[src/inc/tsr_defs.vh]
/*
 * offsets, field positions, reset values and step encodings of the
 * trigger sequencer register set.
 * assumes: included by the register set module by its bare name.
 */
`ifndef TSR_DEFS_VH
`define TSR_DEFS_VH

// ------------------------------------------------------------------
// register byte addresses
// ------------------------------------------------------------------
`define TSR_OFF_BTE       8'h00
`define TSR_OFF_T0LIM     8'h04
`define TSR_OFF_T1LIM     8'h08
`define TSR_OFF_SDLIM     8'h0C
`define TSR_OFF_C0LIM     8'h10
`define TSR_OFF_C1LIM     8'h14
`define TSR_OFF_HOLD      8'h18
`define TSR_OFF_ADJ       8'h1C
`define TSR_OFF_LIT       8'h20
`define TSR_OFF_QPTR      8'h24
`define TSR_OFF_CTRL      8'h28
`define TSR_OFF_STATUS    8'h2C
`define TSR_OFF_QUE0      8'h40
`define TSR_QUE_IDX_HI    4
`define TSR_QUE_IDX_LO    2

// ------------------------------------------------------------------
// fields
// ------------------------------------------------------------------
`define TSR_BTE_CLK1_BIT  4
`define TSR_BTE_SYNC_W    4
`define TSR_QPTR_W        5
`define TSR_CTRL_EN_BIT   0
`define TSR_CTRL_ST_BIT   1
`define TSR_RST_16        16'h0000

// ------------------------------------------------------------------
// step command and option codes
// ------------------------------------------------------------------
`define TSR_CMD_CTRL      4'h0
`define TSR_CMD_ADD       4'h1
`define TSR_CMD_JMPC0     3'h6
`define TSR_CMD_JMPC1     3'h7
`define TSR_OPT_SD_OFF    4'h2
`define TSR_OPT_SD_ON     4'h6
`define TSR_OPT_T0_WAIT   4'h8
`define TSR_OPT_T1_WAIT   4'h9
`define TSR_OPT_CHS_C0    4'hC
`define TSR_OPT_CHS_C1    4'hD
`define TSR_OPT_CHS_LIT   4'hE
`define TSR_OPT_BCAST     4'hF
`define TSR_TGT_C0        3'h0
`define TSR_TGT_C1        3'h1
`define TSR_TGT_T0        3'h2
`define TSR_TGT_T1        3'h3
`define TSR_TGT_SD        3'h4
`define TSR_TGT_LIT       3'h5

`endif

[src/rtl/tsr_register_set.v]
/*
 * register set of a peripheral trigger sequencer with a compact step
 * engine that consumes it, behind an ahb-lite slave.
 * assumes: one master, single word transfers, one clock, clk_en high
 * to run.
 */
// Design decisions made here: the AHB-Lite interface to the registers and the register addresses.
`timescale 1ns/1ps
`include "tsr_defs.vh"

module tsr_register_set #(
    parameter QUE_WORDS = 8
) (
    input  wire        clk,
    input  wire        resetn,
    input  wire        clk_en,
    input  wire        hsel,
    input  wire [31:0] haddr,
    input  wire [1:0]  htrans,
    input  wire        hwrite,
    input  wire [2:0]  hsize,
    input  wire [31:0] hwdata,
    input  wire        hready,
    output wire        hreadyout,
    output wire        hresp,
    output reg  [31:0] hrdata,
    output reg  [3:0]  compare_sync_pulse,
    output reg         compare1_clock_pulse,
    output reg  [15:0] converter_channel_select,
    output reg         converter_channel_load
);

    // ------------------------------------------------------------------
    // stored registers
    // ------------------------------------------------------------------
    reg  [15:0] broadcast_trigger_enable;
    reg  [15:0] timer_zero_limit;
    reg  [15:0] timer_one_limit;
    reg  [15:0] step_delay_limit;
    reg  [15:0] counter_zero_limit;
    reg  [15:0] counter_one_limit;
    reg  [15:0] copy_source_hold;
    reg  [15:0] add_source_adjust;
    reg  [15:0] channel_literal_zero;
    reg  [4:0]  step_queue_pointer;
    reg  [15:0] step_queue_word [0:QUE_WORDS-1];
    reg         sequencer_enable;
    reg         sequencer_start;

    // engine state
    reg  [15:0] counter_zero;
    reg  [15:0] counter_one;
    reg  [15:0] timer_count;
    reg  [15:0] delay_count;
    reg         step_delay_on;
    reg  [15:0] timer_lim_q;
    reg  [1:0]  state;

    localparam [1:0] ST_FETCH = 2'b00;
    localparam [1:0] ST_WAIT  = 2'b01;
    localparam [1:0] ST_DELAY = 2'b10;

    // ------------------------------------------------------------------
    // ahb-lite address phase capture
    // ------------------------------------------------------------------
    reg         wr_pend;
    reg  [7:0]  wr_addr;
    reg  [7:0]  rd_addr;
    wire        running;
    wire        addr_ok;
    wire        rd_req;

    assign running   = sequencer_enable & sequencer_start;
    assign hreadyout = 1'b1;
    assign hresp     = 1'b0;
    assign addr_ok   = hsel & hready & htrans[1];
    assign rd_req    = addr_ok & ~hwrite;

    always @(posedge clk) begin
        if (!resetn) begin
            wr_pend <= 1'b0;
            wr_addr <= 8'h00;
        end else if (clk_en) begin
            wr_pend <= addr_ok & hwrite;
            wr_addr <= haddr[7:0];
        end
    end

    // ------------------------------------------------------------------
    // read mux, registered into the data phase
    // ------------------------------------------------------------------
    reg  [15:0] rd_val;
    always @* begin
        rd_val = 16'h0000;
        case (haddr[7:0])
            `TSR_OFF_BTE:    rd_val = broadcast_trigger_enable;
            `TSR_OFF_T0LIM:  rd_val = timer_zero_limit;
            `TSR_OFF_T1LIM:  rd_val = timer_one_limit;
            `TSR_OFF_SDLIM:  rd_val = step_delay_limit;
            `TSR_OFF_C0LIM:  rd_val = counter_zero_limit;
            `TSR_OFF_C1LIM:  rd_val = counter_one_limit;
            `TSR_OFF_HOLD:   rd_val = copy_source_hold;
            `TSR_OFF_ADJ:    rd_val = add_source_adjust;
            `TSR_OFF_LIT:    rd_val = channel_literal_zero;
            `TSR_OFF_QPTR:   rd_val = {11'h000, step_queue_pointer};
            `TSR_OFF_CTRL:   rd_val = {14'h0000, sequencer_start, sequencer_enable};
            `TSR_OFF_STATUS: rd_val = {14'h0000, state};
            default: begin
                if (haddr[7:5] == 3'b010)
                    rd_val = step_queue_word[haddr[`TSR_QUE_IDX_HI:`TSR_QUE_IDX_LO]];
                else
                    rd_val = 16'h0000;
            end
        endcase
    end

    always @(posedge clk) begin
        if (!resetn)
            hrdata <= 32'h0000_0000;
        else if (clk_en && rd_req)
            hrdata <= {16'h0000, rd_val};
    end

    // ------------------------------------------------------------------
    // step decode
    // ------------------------------------------------------------------
    wire [15:0] cur_word;
    wire [7:0]  step;
    wire [3:0]  cmd;
    wire [3:0]  opt;
    wire [4:0]  jmp_target;
    wire        sw_wr;
    wire [15:0] wd;

    // odd step upper byte, even step lower byte
    assign cur_word   = step_queue_word[step_queue_pointer[3:1]];
    assign step       = step_queue_pointer[0] ? cur_word[15:8] : cur_word[7:0];
    assign cmd        = step[7:4];
    assign opt        = step[3:0];
    assign jmp_target = {cmd[0], opt};
    assign sw_wr      = wr_pend & ~running;
    assign wd         = hwdata[15:0];

    wire is_add  = (cmd == `TSR_CMD_ADD) && !opt[3];
    wire is_copy = (cmd == `TSR_CMD_ADD) && opt[3];
    wire is_ctrl = (cmd == `TSR_CMD_CTRL);
    wire is_tw   = is_ctrl && (opt == `TSR_OPT_T0_WAIT || opt == `TSR_OPT_T1_WAIT);
    wire [15:0] timer_lim = opt[0] ? timer_one_limit : timer_zero_limit;
    wire [2:0]  tgt       = opt[2:0];

    function [15:0] upd;
        input [15:0] cur;
        begin
            upd = is_copy ? copy_source_hold : cur + add_source_adjust;
        end
    endfunction

    wire do_mod = running && state == ST_FETCH && (is_add || is_copy);

    // zero limit skips delay
    // the fetch cycle already is the one base clock of a step
    wire delay_go = step_delay_on && (step_delay_limit != 16'h0000);

    // ------------------------------------------------------------------
    // limit, source and control registers
    // ------------------------------------------------------------------
    always @(posedge clk) begin
        if (!resetn) begin
            broadcast_trigger_enable <= `TSR_RST_16;
            timer_zero_limit         <= `TSR_RST_16;
            timer_one_limit          <= `TSR_RST_16;
            step_delay_limit         <= `TSR_RST_16;
            counter_zero_limit       <= `TSR_RST_16;
            counter_one_limit        <= `TSR_RST_16;
            copy_source_hold         <= `TSR_RST_16;
            add_source_adjust        <= `TSR_RST_16;
            channel_literal_zero     <= `TSR_RST_16;
            sequencer_enable         <= 1'b0;
            sequencer_start          <= 1'b0;
        end else if (clk_en) begin
            if (sw_wr) begin
                case (wr_addr)
                    `TSR_OFF_BTE:   broadcast_trigger_enable <= wd;
                    `TSR_OFF_T0LIM: timer_zero_limit         <= wd;
                    `TSR_OFF_T1LIM: timer_one_limit          <= wd;
                    `TSR_OFF_SDLIM: step_delay_limit         <= wd;
                    `TSR_OFF_C0LIM: counter_zero_limit       <= wd;
                    `TSR_OFF_C1LIM: counter_one_limit        <= wd;
                    `TSR_OFF_HOLD:  copy_source_hold         <= wd;
                    `TSR_OFF_ADJ:   add_source_adjust        <= wd;
                    `TSR_OFF_LIT:   channel_literal_zero     <= wd;
                    default: ;
                endcase
            end
            // control stays writable so software can stop the engine
            if (wr_pend && wr_addr == `TSR_OFF_CTRL) begin
                sequencer_enable <= wd[`TSR_CTRL_EN_BIT];
                sequencer_start  <= wd[`TSR_CTRL_ST_BIT];
            end
            if (do_mod) begin
                case (tgt)
                    `TSR_TGT_C0:  counter_zero_limit   <= upd(counter_zero_limit);
                    `TSR_TGT_C1:  counter_one_limit    <= upd(counter_one_limit);
                    `TSR_TGT_T0:  timer_zero_limit     <= upd(timer_zero_limit);
                    `TSR_TGT_T1:  timer_one_limit      <= upd(timer_one_limit);
                    `TSR_TGT_SD:  step_delay_limit     <= upd(step_delay_limit);
                    `TSR_TGT_LIT: channel_literal_zero <= upd(channel_literal_zero);
                    default: ;
                endcase
            end
        end
    end

    // ------------------------------------------------------------------
    // step queue, no reset
    // ------------------------------------------------------------------
    genvar gi;
    generate
        for (gi = 0; gi < QUE_WORDS; gi = gi + 1) begin : g_que
            always @(posedge clk) begin
                if (clk_en && sw_wr && wr_addr[7:5] == 3'b010
                    && wr_addr[`TSR_QUE_IDX_HI:`TSR_QUE_IDX_LO] == gi)
                    step_queue_word[gi] <= wd;
            end
        end
    endgenerate

    // ------------------------------------------------------------------
    // step engine
    // ------------------------------------------------------------------
    always @(posedge clk) begin
        if (!resetn) begin
            state                    <= ST_FETCH;
            step_queue_pointer       <= 5'h00;
            counter_zero             <= 16'h0000;
            counter_one              <= 16'h0000;
            timer_count              <= 16'h0000;
            delay_count              <= 16'h0000;
            step_delay_on            <= 1'b0;
            compare_sync_pulse       <= 4'h0;
            compare1_clock_pulse     <= 1'b0;
            converter_channel_select <= 16'h0000;
            converter_channel_load   <= 1'b0;
        end else if (clk_en) begin
            compare_sync_pulse     <= 4'h0;
            compare1_clock_pulse   <= 1'b0;
            converter_channel_load <= 1'b0;
            if (!running) begin
                state <= ST_FETCH;
                if (sw_wr && wr_addr == `TSR_OFF_QPTR)
                    step_queue_pointer <= wd[`TSR_QPTR_W-1:0];
            end else begin
                case (state)
                    ST_FETCH: begin
                        step_queue_pointer <= step_queue_pointer + 5'h01;
                        // fetch counts as first clock of the step
                        delay_count        <= 16'h0001;
                        timer_count        <= 16'h0000;
                        if (is_ctrl) begin
                            case (opt)
                                `TSR_OPT_SD_OFF: step_delay_on <= 1'b0;
                                `TSR_OPT_SD_ON:  step_delay_on <= 1'b1;
                                `TSR_OPT_CHS_C0: begin
                                    converter_channel_select <= counter_zero;
                                    converter_channel_load   <= 1'b1;
                                end
                                `TSR_OPT_CHS_C1: begin
                                    converter_channel_select <= counter_one;
                                    converter_channel_load   <= 1'b1;
                                end
                                `TSR_OPT_CHS_LIT: begin
                                    converter_channel_select <= channel_literal_zero;
                                    converter_channel_load   <= 1'b1;
                                end
                                `TSR_OPT_BCAST: begin
                                    compare1_clock_pulse <=
                                        broadcast_trigger_enable[`TSR_BTE_CLK1_BIT];
                                    compare_sync_pulse   <=
                                        broadcast_trigger_enable[`TSR_BTE_SYNC_W-1:0];
                                end
                                default: ;
                            endcase
                        end
                        if (cmd[3:1] == `TSR_CMD_JMPC0) begin
                            if (counter_zero != counter_zero_limit) begin
                                counter_zero       <= counter_zero + 16'h0001;
                                step_queue_pointer <= jmp_target;
                            end else
                                counter_zero <= 16'h0000;
                        end
                        if (cmd[3:1] == `TSR_CMD_JMPC1) begin
                            if (counter_one != counter_one_limit) begin
                                counter_one        <= counter_one + 16'h0001;
                                step_queue_pointer <= jmp_target;
                            end else
                                counter_one <= 16'h0000;
                        end
                        if (is_tw)
                            state <= ST_WAIT;
                        else if (delay_go)
                            state <= ST_DELAY;
                    end
                    // timer zero limit in wait step
                    // timer one limit in wait step
                    ST_WAIT: begin
                        if (timer_count == timer_lim_q)
                            state <= delay_go ? ST_DELAY : ST_FETCH;
                        else
                            timer_count <= timer_count + 16'h0001;
                    end
                    // step delay of limit plus one
                    ST_DELAY: begin
                        // at-or-above, so a limit lowered mid-delay cannot wrap
                        if (delay_count >= step_delay_limit)
                            state <= ST_FETCH;
                        else
                            delay_count <= delay_count + 16'h0001;
                    end
                    default: state <= ST_FETCH;
                endcase
            end
        end
    end

    // timer limit latched at the wait step, pointer has moved on
    always @(posedge clk) begin
        if (!resetn)
            timer_lim_q <= 16'h0000;
        else if (clk_en && running && state == ST_FETCH && is_tw)
            timer_lim_q <= timer_lim;
    end

endmodule

[config.mk]
export PLATFORM = sky130hd
export DESIGN_NAME = tsr_register_set
export DESIGN_NICKNAME = d
export VERILOG_FILES = /design/src/rtl/tsr_register_set.v
export VERILOG_INCLUDE_DIRS = /design/src /design/src/inc
export SDC_FILE = /design/constraint.sdc
export NUM_CORES = 1
export LEC_CHECK = 0
export BUFFER_PORTS_ARGS = -buffer_cell sky130_fd_sc_hd__buf_2
export CAP_MARGIN = 20
export CORE_MARGIN = 10
export CORE_UTILIZATION = 30
export CTS_BUF_LIST = sky130_fd_sc_hd__clkbuf_8
export DETAILED_ROUTE_END_ITERATION = 7
export HOLD_SLACK_MARGIN = 0.05
export PLACE_DENSITY = 0.52
export SLEW_MARGIN = 30
export SYNTH_ARGS = -nofsm -noshare
export SYNTH_HDL_FRONTEND = slang
export SYNTH_SLANG_ARGS = --single-unit
[constraint.sdc]
create_clock -name clk -period 3.9 [get_ports clk]
set_input_delay 0.39 -clock clk [delete_from_list [all_inputs] [get_ports clk]]
set_output_delay 0.39 -clock clk [all_outputs]
set_load 0.03 [all_outputs]
==> flow_summary.yaml, run 1 <==
worst_setup_path:
  cp-start-kind: "flop"
  crit_fanout: 32
  crit_type: "flop to flop"
  crit_required_ns: 4.49
  rr_worst_depth: 10
  endpoint_kind: "flop"
  cp.arrival_ns: 4.25
global_route:
  grt_use_total: 0.2060
  antenna_found_initial: 12
  grt_pass1_vias: 20780
  grt_pass1_wl_mm: 145.1
  overflow: 0
  grt_max_degree: 75
detailed_routing:
  drc: 0
  vias: 22380
  routedWlPerCell_um: 25.93
  postRouteAntennaNets: 0
  vias_per_cell: 5.769
  totalWireLength_mm: 100.6
  dr.first_iter.drc_count: 2515
  drt_pass1_iterations: 6
yosys:
  syn_area_mm2: 0.02476
  ys_types: 92
  seq_area_frac_synth: 0.3849
  ys_top_cells_by_area: "dfxtp_1 23%, edfxtp_1 16%, ha_1 5.6%, nor2_1 4.0%, mux4_2 3.7%"
  synth_xor_area_frac: 0.05554
  yosys.area_share.simple: 0.1744
  synth_cells: 2642
  synth_top_family_by_area: "compound AO/OA/AOI/OAI gates"
  synth_warnings: 0
  synth_area_per_cell_um2: 9.370
  synthAdderAreaFrac: 0.06095
  ys_ff_latch: 412
  synth_ff_type: "dfxtp_1"
  synth_top_area_share: 0.2297
  synthMuxAreaShare: 0.09446
  synth_compound_area_frac: 0.1833
  synthArstFlopShare: 0
  synth_edf_count: 128
  synth_top_cell_by_area: "dfxtp_1"
clocking:
  worstSkewPairLatency_ns: 0.70
  cts.htree.levels: 3
  cts_tree: "done"
  cts-buffers-inserted: 74
  path_clk_slew_ns: 0.07
  root_buffer: "clkbuf_8"
  cts_sinks: 412
  cts.path.max_buffers: 3
  cts_setup_buffers: 0
cells_and_area:
  regArea_mm2: 0.009530
  final_area_mm2: 0.02824
  final_cell_mix: "283 x dfxtp_1, 258 x nor2_1, 211 x nand2_1"
  final_common_cell: "dfxtp_1"
  areaGrowthSynthToFinish_pct: 14.07
  final_cells: 3880
  multiInputGateArea_mm2: 0.01424
  num-nets-final: 2941
  drive_gt1_frac: 0.1435
  fill_cells: 8495
place:
  placed_area_mm2: 0.02660
  dp_cells: 3737
  dp_hpwl_mm: 72.39
  gp_congestion: 0.9715
  dp_slack_ns: 0.3881
  io_buffers: 68
sta:
  whs_ns: 0.08967
  final.setup.tns_ns: 0
  report.final.slew_viol_count: 0
  finClkSkew_ns: 0.05000
  fin_crit_sh: 0.9385
  tightest_slew_ns: 1.062
  fmax_ghz: 0.2732
  rsz0062_at_grt: "no"
  relSlewSlack: 0.2919
  fin_crit_ns: 3.660
  setup_violations: 0
  hold_violations: 0
  final.setup.worst_slack_ns: 0.2399
hold_path:
  hold_class: "input pin to flop"
  min_delay_path_depth: 1
run:
  drv_cap: 0
floorplan:
  die_area_mm2: 0.09441
  start_util: 0.3020
  ios: 131
  core.rowCount: 105
  core_mm2: 0.08198
  die_x_um: 307.3
  die_h_um: 307.3
power:
  p_per_area_mw_per_mm2: 327.9
  cellLeakagePower_nw: 10.61
  vdd_drop_max_v: 0.0002004
status:
  status: "complete, no violations"
critical path, stage by stage (launching register included):
cell and delay [ns]:
dfxtp_2 0.34, buf_12 0.24, mux4_1 0.67, a22oi_1 0.40, nand2_1 0.28, nor4_4 0.37, nand3_1 0.47, nor2_2 0.28
buf_12 0.20, nor2_1 0.05, a211oi_1 0.20
kinds of logic after synthesis:
| family | Yosys count |
|---|---|
| and+or+nand+nor | 894 |
| xor gates and xnor gates | 157 |
| AOI/OAI and AO/OA | 680 |
| DFF | 412 |
| muxes | 141 |
| adders and majority gates | 117 |
| other | 2 |
| buffers and inverters | 239 |
cells in the mapped netlist, types with 66 or more instances:
cell	count
inv_1	66
dfxtp_1	284
xor2_1	83
a31oi_1	73
clkbuf_1	106
xnor2_1	74
nand3_1	85
edfxtp_1	128
nand2_1	211
ha_1	111
nor2_1	264
o21ai_0	127
nor3_1	96
a21oi_1	155
through the flow:
step | total power, mW | utilization
after detailed placement | 4.907 | 0.3245
after global routing | 9.532 | 0.3444
after global placement | 4.905 | 0.3242
after floorplan | 4.751 | -
after CTS | 9.327 | 0.3444
final | 9.260 | 0.3445
where the power goes:
| group | switching (mW) | total (mW) | internal (mW) | leakage, nW |
|---|---|---|---|---|
| clock network | 2.05 | 4.43 | 2.38 | 0.893 |
| logic | 0.289 | 0.390 | 0.101 | 6.28 |
| registers | 0.0161 | 4.44 | 4.42 | 3.44 |
| total | 2.35 | 9.26 | 6.91 | 10.6 |
sequential cells by signal, summed over array words and instances, names as in the netlist, 16 cells and up, named ones only:
register / flops
counter_one: 16
channel_literal_zero: 16
counter_zero: 16
copy_source_hold: 16
step_delay_limit: 16
hrdata: 16
timer_zero_limit: 16
timer_count: 16
add_source_adjust: 16
delay_count: 16
counter_one_limit: 16
timer_lim_q: 16
step_queue_word: 128
converter_channel_select: 16
broadcast_trigger_enable: 16
timer_one_limit: 16
counter_zero_limit: 16
path summary, 6_finish.rpt:
kind | from | end | slack (ns)
min reg2reg | broadcast_trigger_enable[15] | broadcast_trigger_enable[15] | 0.46
max reg2reg | flop | timer_lim_q[12] | 0.24
min | hwdata[8] | step_queue_word[5][8] | 0.09
max | flop | timer_lim_q[12] | 0.24
repair_timing:
item	CTS	global route
endpoints found under the setup margin	0	0
hold endpoints to repair	13	0
hold buffers	6	0
gates resized for setup	0	0
cell type report:
cell class	count	area share
Clock inverter	49	0.01374
Clock buffer	86	0.04192
Antenna cell	2	0.0001772
Timing Repair Buffer	187	0.04608
Sequential cell	412	0.3375
Tap cell	1070	0.04741
Inverter	67	0.008995
Multi-Input combinational cell	2007	0.5042
metal layers:
metal	global-route usage	vias up	part of all wire	wire length [µm]
met1	0.2659	10850	0.42	41760
met4	0.1138	14	0.056	5625
met2	0.3091	1117	0.43	43370
li1	-	10130	-	-
met5	0	-	0.00087	88
met3	0.05518	269	0.097	9787
Note: power is estimated with default switching activity, not from simulation.
==> run 2, diff against run 1 <==
--- a/config.mk
+++ b/config.mk
@@ -8,7 +8,7 @@
 export LEC_CHECK = 0
 export BUFFER_PORTS_ARGS = -buffer_cell sky130_fd_sc_hd__buf_2
 export CAP_MARGIN = 20
-export CORE_MARGIN = 10
+export CORE_MARGIN = 8
 export CORE_UTILIZATION = 30
 export CTS_BUF_LIST = sky130_fd_sc_hd__clkbuf_8
 export DETAILED_ROUTE_END_ITERATION = 7
==> run 2 against run 1 <==
  * Wire length about the same
  * Critical path depth decreased by 1
  * The flow now finishes with violations (DRC)
  * Maximum frequency decreased by 1.2%
  * Via count decreased by 0.28%
  * Sequential power about the same
  * Die area decreased by 2.6%
  * Largest power group unchanged
  * First-iteration DRC count decreased by 3.7%
==> flow_summary.yaml, run 2 (synthesized netlist as in run 1, its figures left out) <==
status:
  status: "complete, but fails checks"
  violations: "DRC"
floorplan:
  ios: 131
  start_util: 0.3025
  die_h_um: 303.3
  die_area_mm2: 0.09197
  die_x_um: 303.3
  core.rowCount: 105
  core_mm2: 0.08185
sta:
  final.setup.tns_ns: 0
  final.setup.worst_slack_ns: 0.1943
  fin_crit_sh: 0.9502
  rsz0062_at_grt: "no"
  tightest_slew_ns: 0.9260
  fmax_ghz: 0.2699
  setup_violations: 0
  finClkSkew_ns: 0.04964
  fin_crit_ns: 3.706
  relSlewSlack: 0.3827
  hold_violations: 0
  report.final.slew_viol_count: 0
cells_and_area:
  num-nets-final: 2935
  largest_reg_flops: 128
  fill_cells: 8411
  regMostFlops: "step_queue_word"
  final_common_cell: "dfxtp_1"
  drive_gt1_frac: 0.1405
  multiInputGateArea_mm2: 0.01422
  areaGrowthSynthToFinish_pct: 13.22
  final_cell_mix: "283 x dfxtp_1, 257 x nor2_1, 211 x nand2_1"
  regArea_mm2: 0.009530
  final_area_mm2: 0.02803
place:
  placed_area_mm2: 0.02656
  gp_congestion: 0.9522
  dp_slack_ns: 0.3188
  dp_hpwl_mm: 72.95
  io_buffers: 68
clocking:
  cts_sinks: 412
  cts.htree.levels: 3
  path_clk_slew_ns: 0.06
  worstSkewPairLatency_ns: 0.69
  cts_tree: "done"
  cts-buffers-inserted: 75
  cts.path.max_buffers: 3
  cts_setup_buffers: 0
  root_buffer: "clkbuf_8"
detailed_routing:
  vias: 22320
  routedWlPerCell_um: 25.99
  postRouteAntennaNets: 0
  vias_per_cell: 5.769
  dr.first_iter.drc_count: 2423
  drt_pass1_iterations: 8
  totalWireLength_mm: 100.6
  drc: 43
power:
  cellLeakagePower_nw: 10.50
  power_mw: 8.837
  vdd_drop_max_v: 0.0001432
  p_per_area_mw_per_mm2: 315.3
worst_setup_path:
  crit_required_ns: 4.41
  crit_type: "flop to flop"
  cp_slowest_cell: "mux4_1"
  cp-start-kind: "flop"
  crit_chain: "buf_4 -> mux4_1 -> mux2i_1 -> mux2i_2 -> buf_4 -> nand2_1 -> nand4_2 -> a221oi_1 -> nor3_1"
  cp.arrival_ns: 4.21
  slowest_delay_ns: 0.57
  critical_path.top_delay_family: "multiplexers"
  path_common_cell: "buf_4"
  worstPathBufferInverterCount: 2
  endpoint_kind: "flop"
  crit_fanout: 16
global_route:
  grt_max_degree: 88
  grt_pass1_wl_mm: 144.8
  grt_pass1_vias: 20840
  antenna_found_initial: 5
  grt_use_total: 0.2132
  overflow: 0
run:
  drv_cap: 0
hold_path:
  hold_class: "input pin to flop"
## run 2: cell type report
type | instances | share of cell area
Antenna cell | 2 | 0.0001786
Clock buffer | 87 | 0.04272
Clock inverter | 44 | 0.007857
Inverter | 67 | 0.009151
Multi-Input combinational cell | 2007 | 0.5075
Sequential cell | 412 | 0.3400
Tap cell | 1070 | 0.04777
Timing Repair Buffer | 180 | 0.04482
## run 2: where the power goes
| group | leakage (nW) | total (mW) | internal [mW] | switching, mW |
|---|---|---|---|---|
| combinational | 6.24 | 0.386 | 0.0998 | 0.287 |
| sequential | 3.44 | 4.44 | 4.43 | 0.0175 |
| clock | 0.819 | 4.01 | 2.04 | 1.96 |
## run 2: tightest hold or removal path: stages
cell and delay, ns:
buf_2 0.17, mux2i_1 0.09, nor2_1 0.08
## run 2: layer usage
layer | global-route usage | routed length (µm)
met1 | 0.2719 | 41140
met2 | 0.3209 | 42670
met3 | 0.06478 | 10460
met4 | 0.1158 | 6228
met5 | 0.001622 | 75
## run 2: final timing paths
path,from,depth (start not counted),endpoint,slack (ns)
worst max-delay path,flop,9,converter_channel_select[9],0.19
worst min-delay path,haddr[7],3,wr_addr[7],0.09
worst max register to register,flop,9,converter_channel_select[9],0.19
worst min register to register,broadcast_trigger_enable[13],2,broadcast_trigger_enable[13],0.45
## run 2: per-stage QoR
step | hold WS (ns) | util | std cells
3_3_place_gp | 0.4387 | 0.3244 | 3732
4_1_cts | 0.05305 | 0.3423 | 3867
5_1_grt | 0.07178 | 0.3424 | 3868
6_report | 0.09062 | 0.3424 | 3869
3_5_place_dp | 0.4444 | 0.3245 | 3732
2_1_floorplan | 0.4315 | - | 2658
## run 2: timing repair
action                                  CTS  global route
hold buffers                              4             0
gates resized for setup                   0             2
endpoints found under the hold margin     8             0
endpoints found under the setup margin    0             2
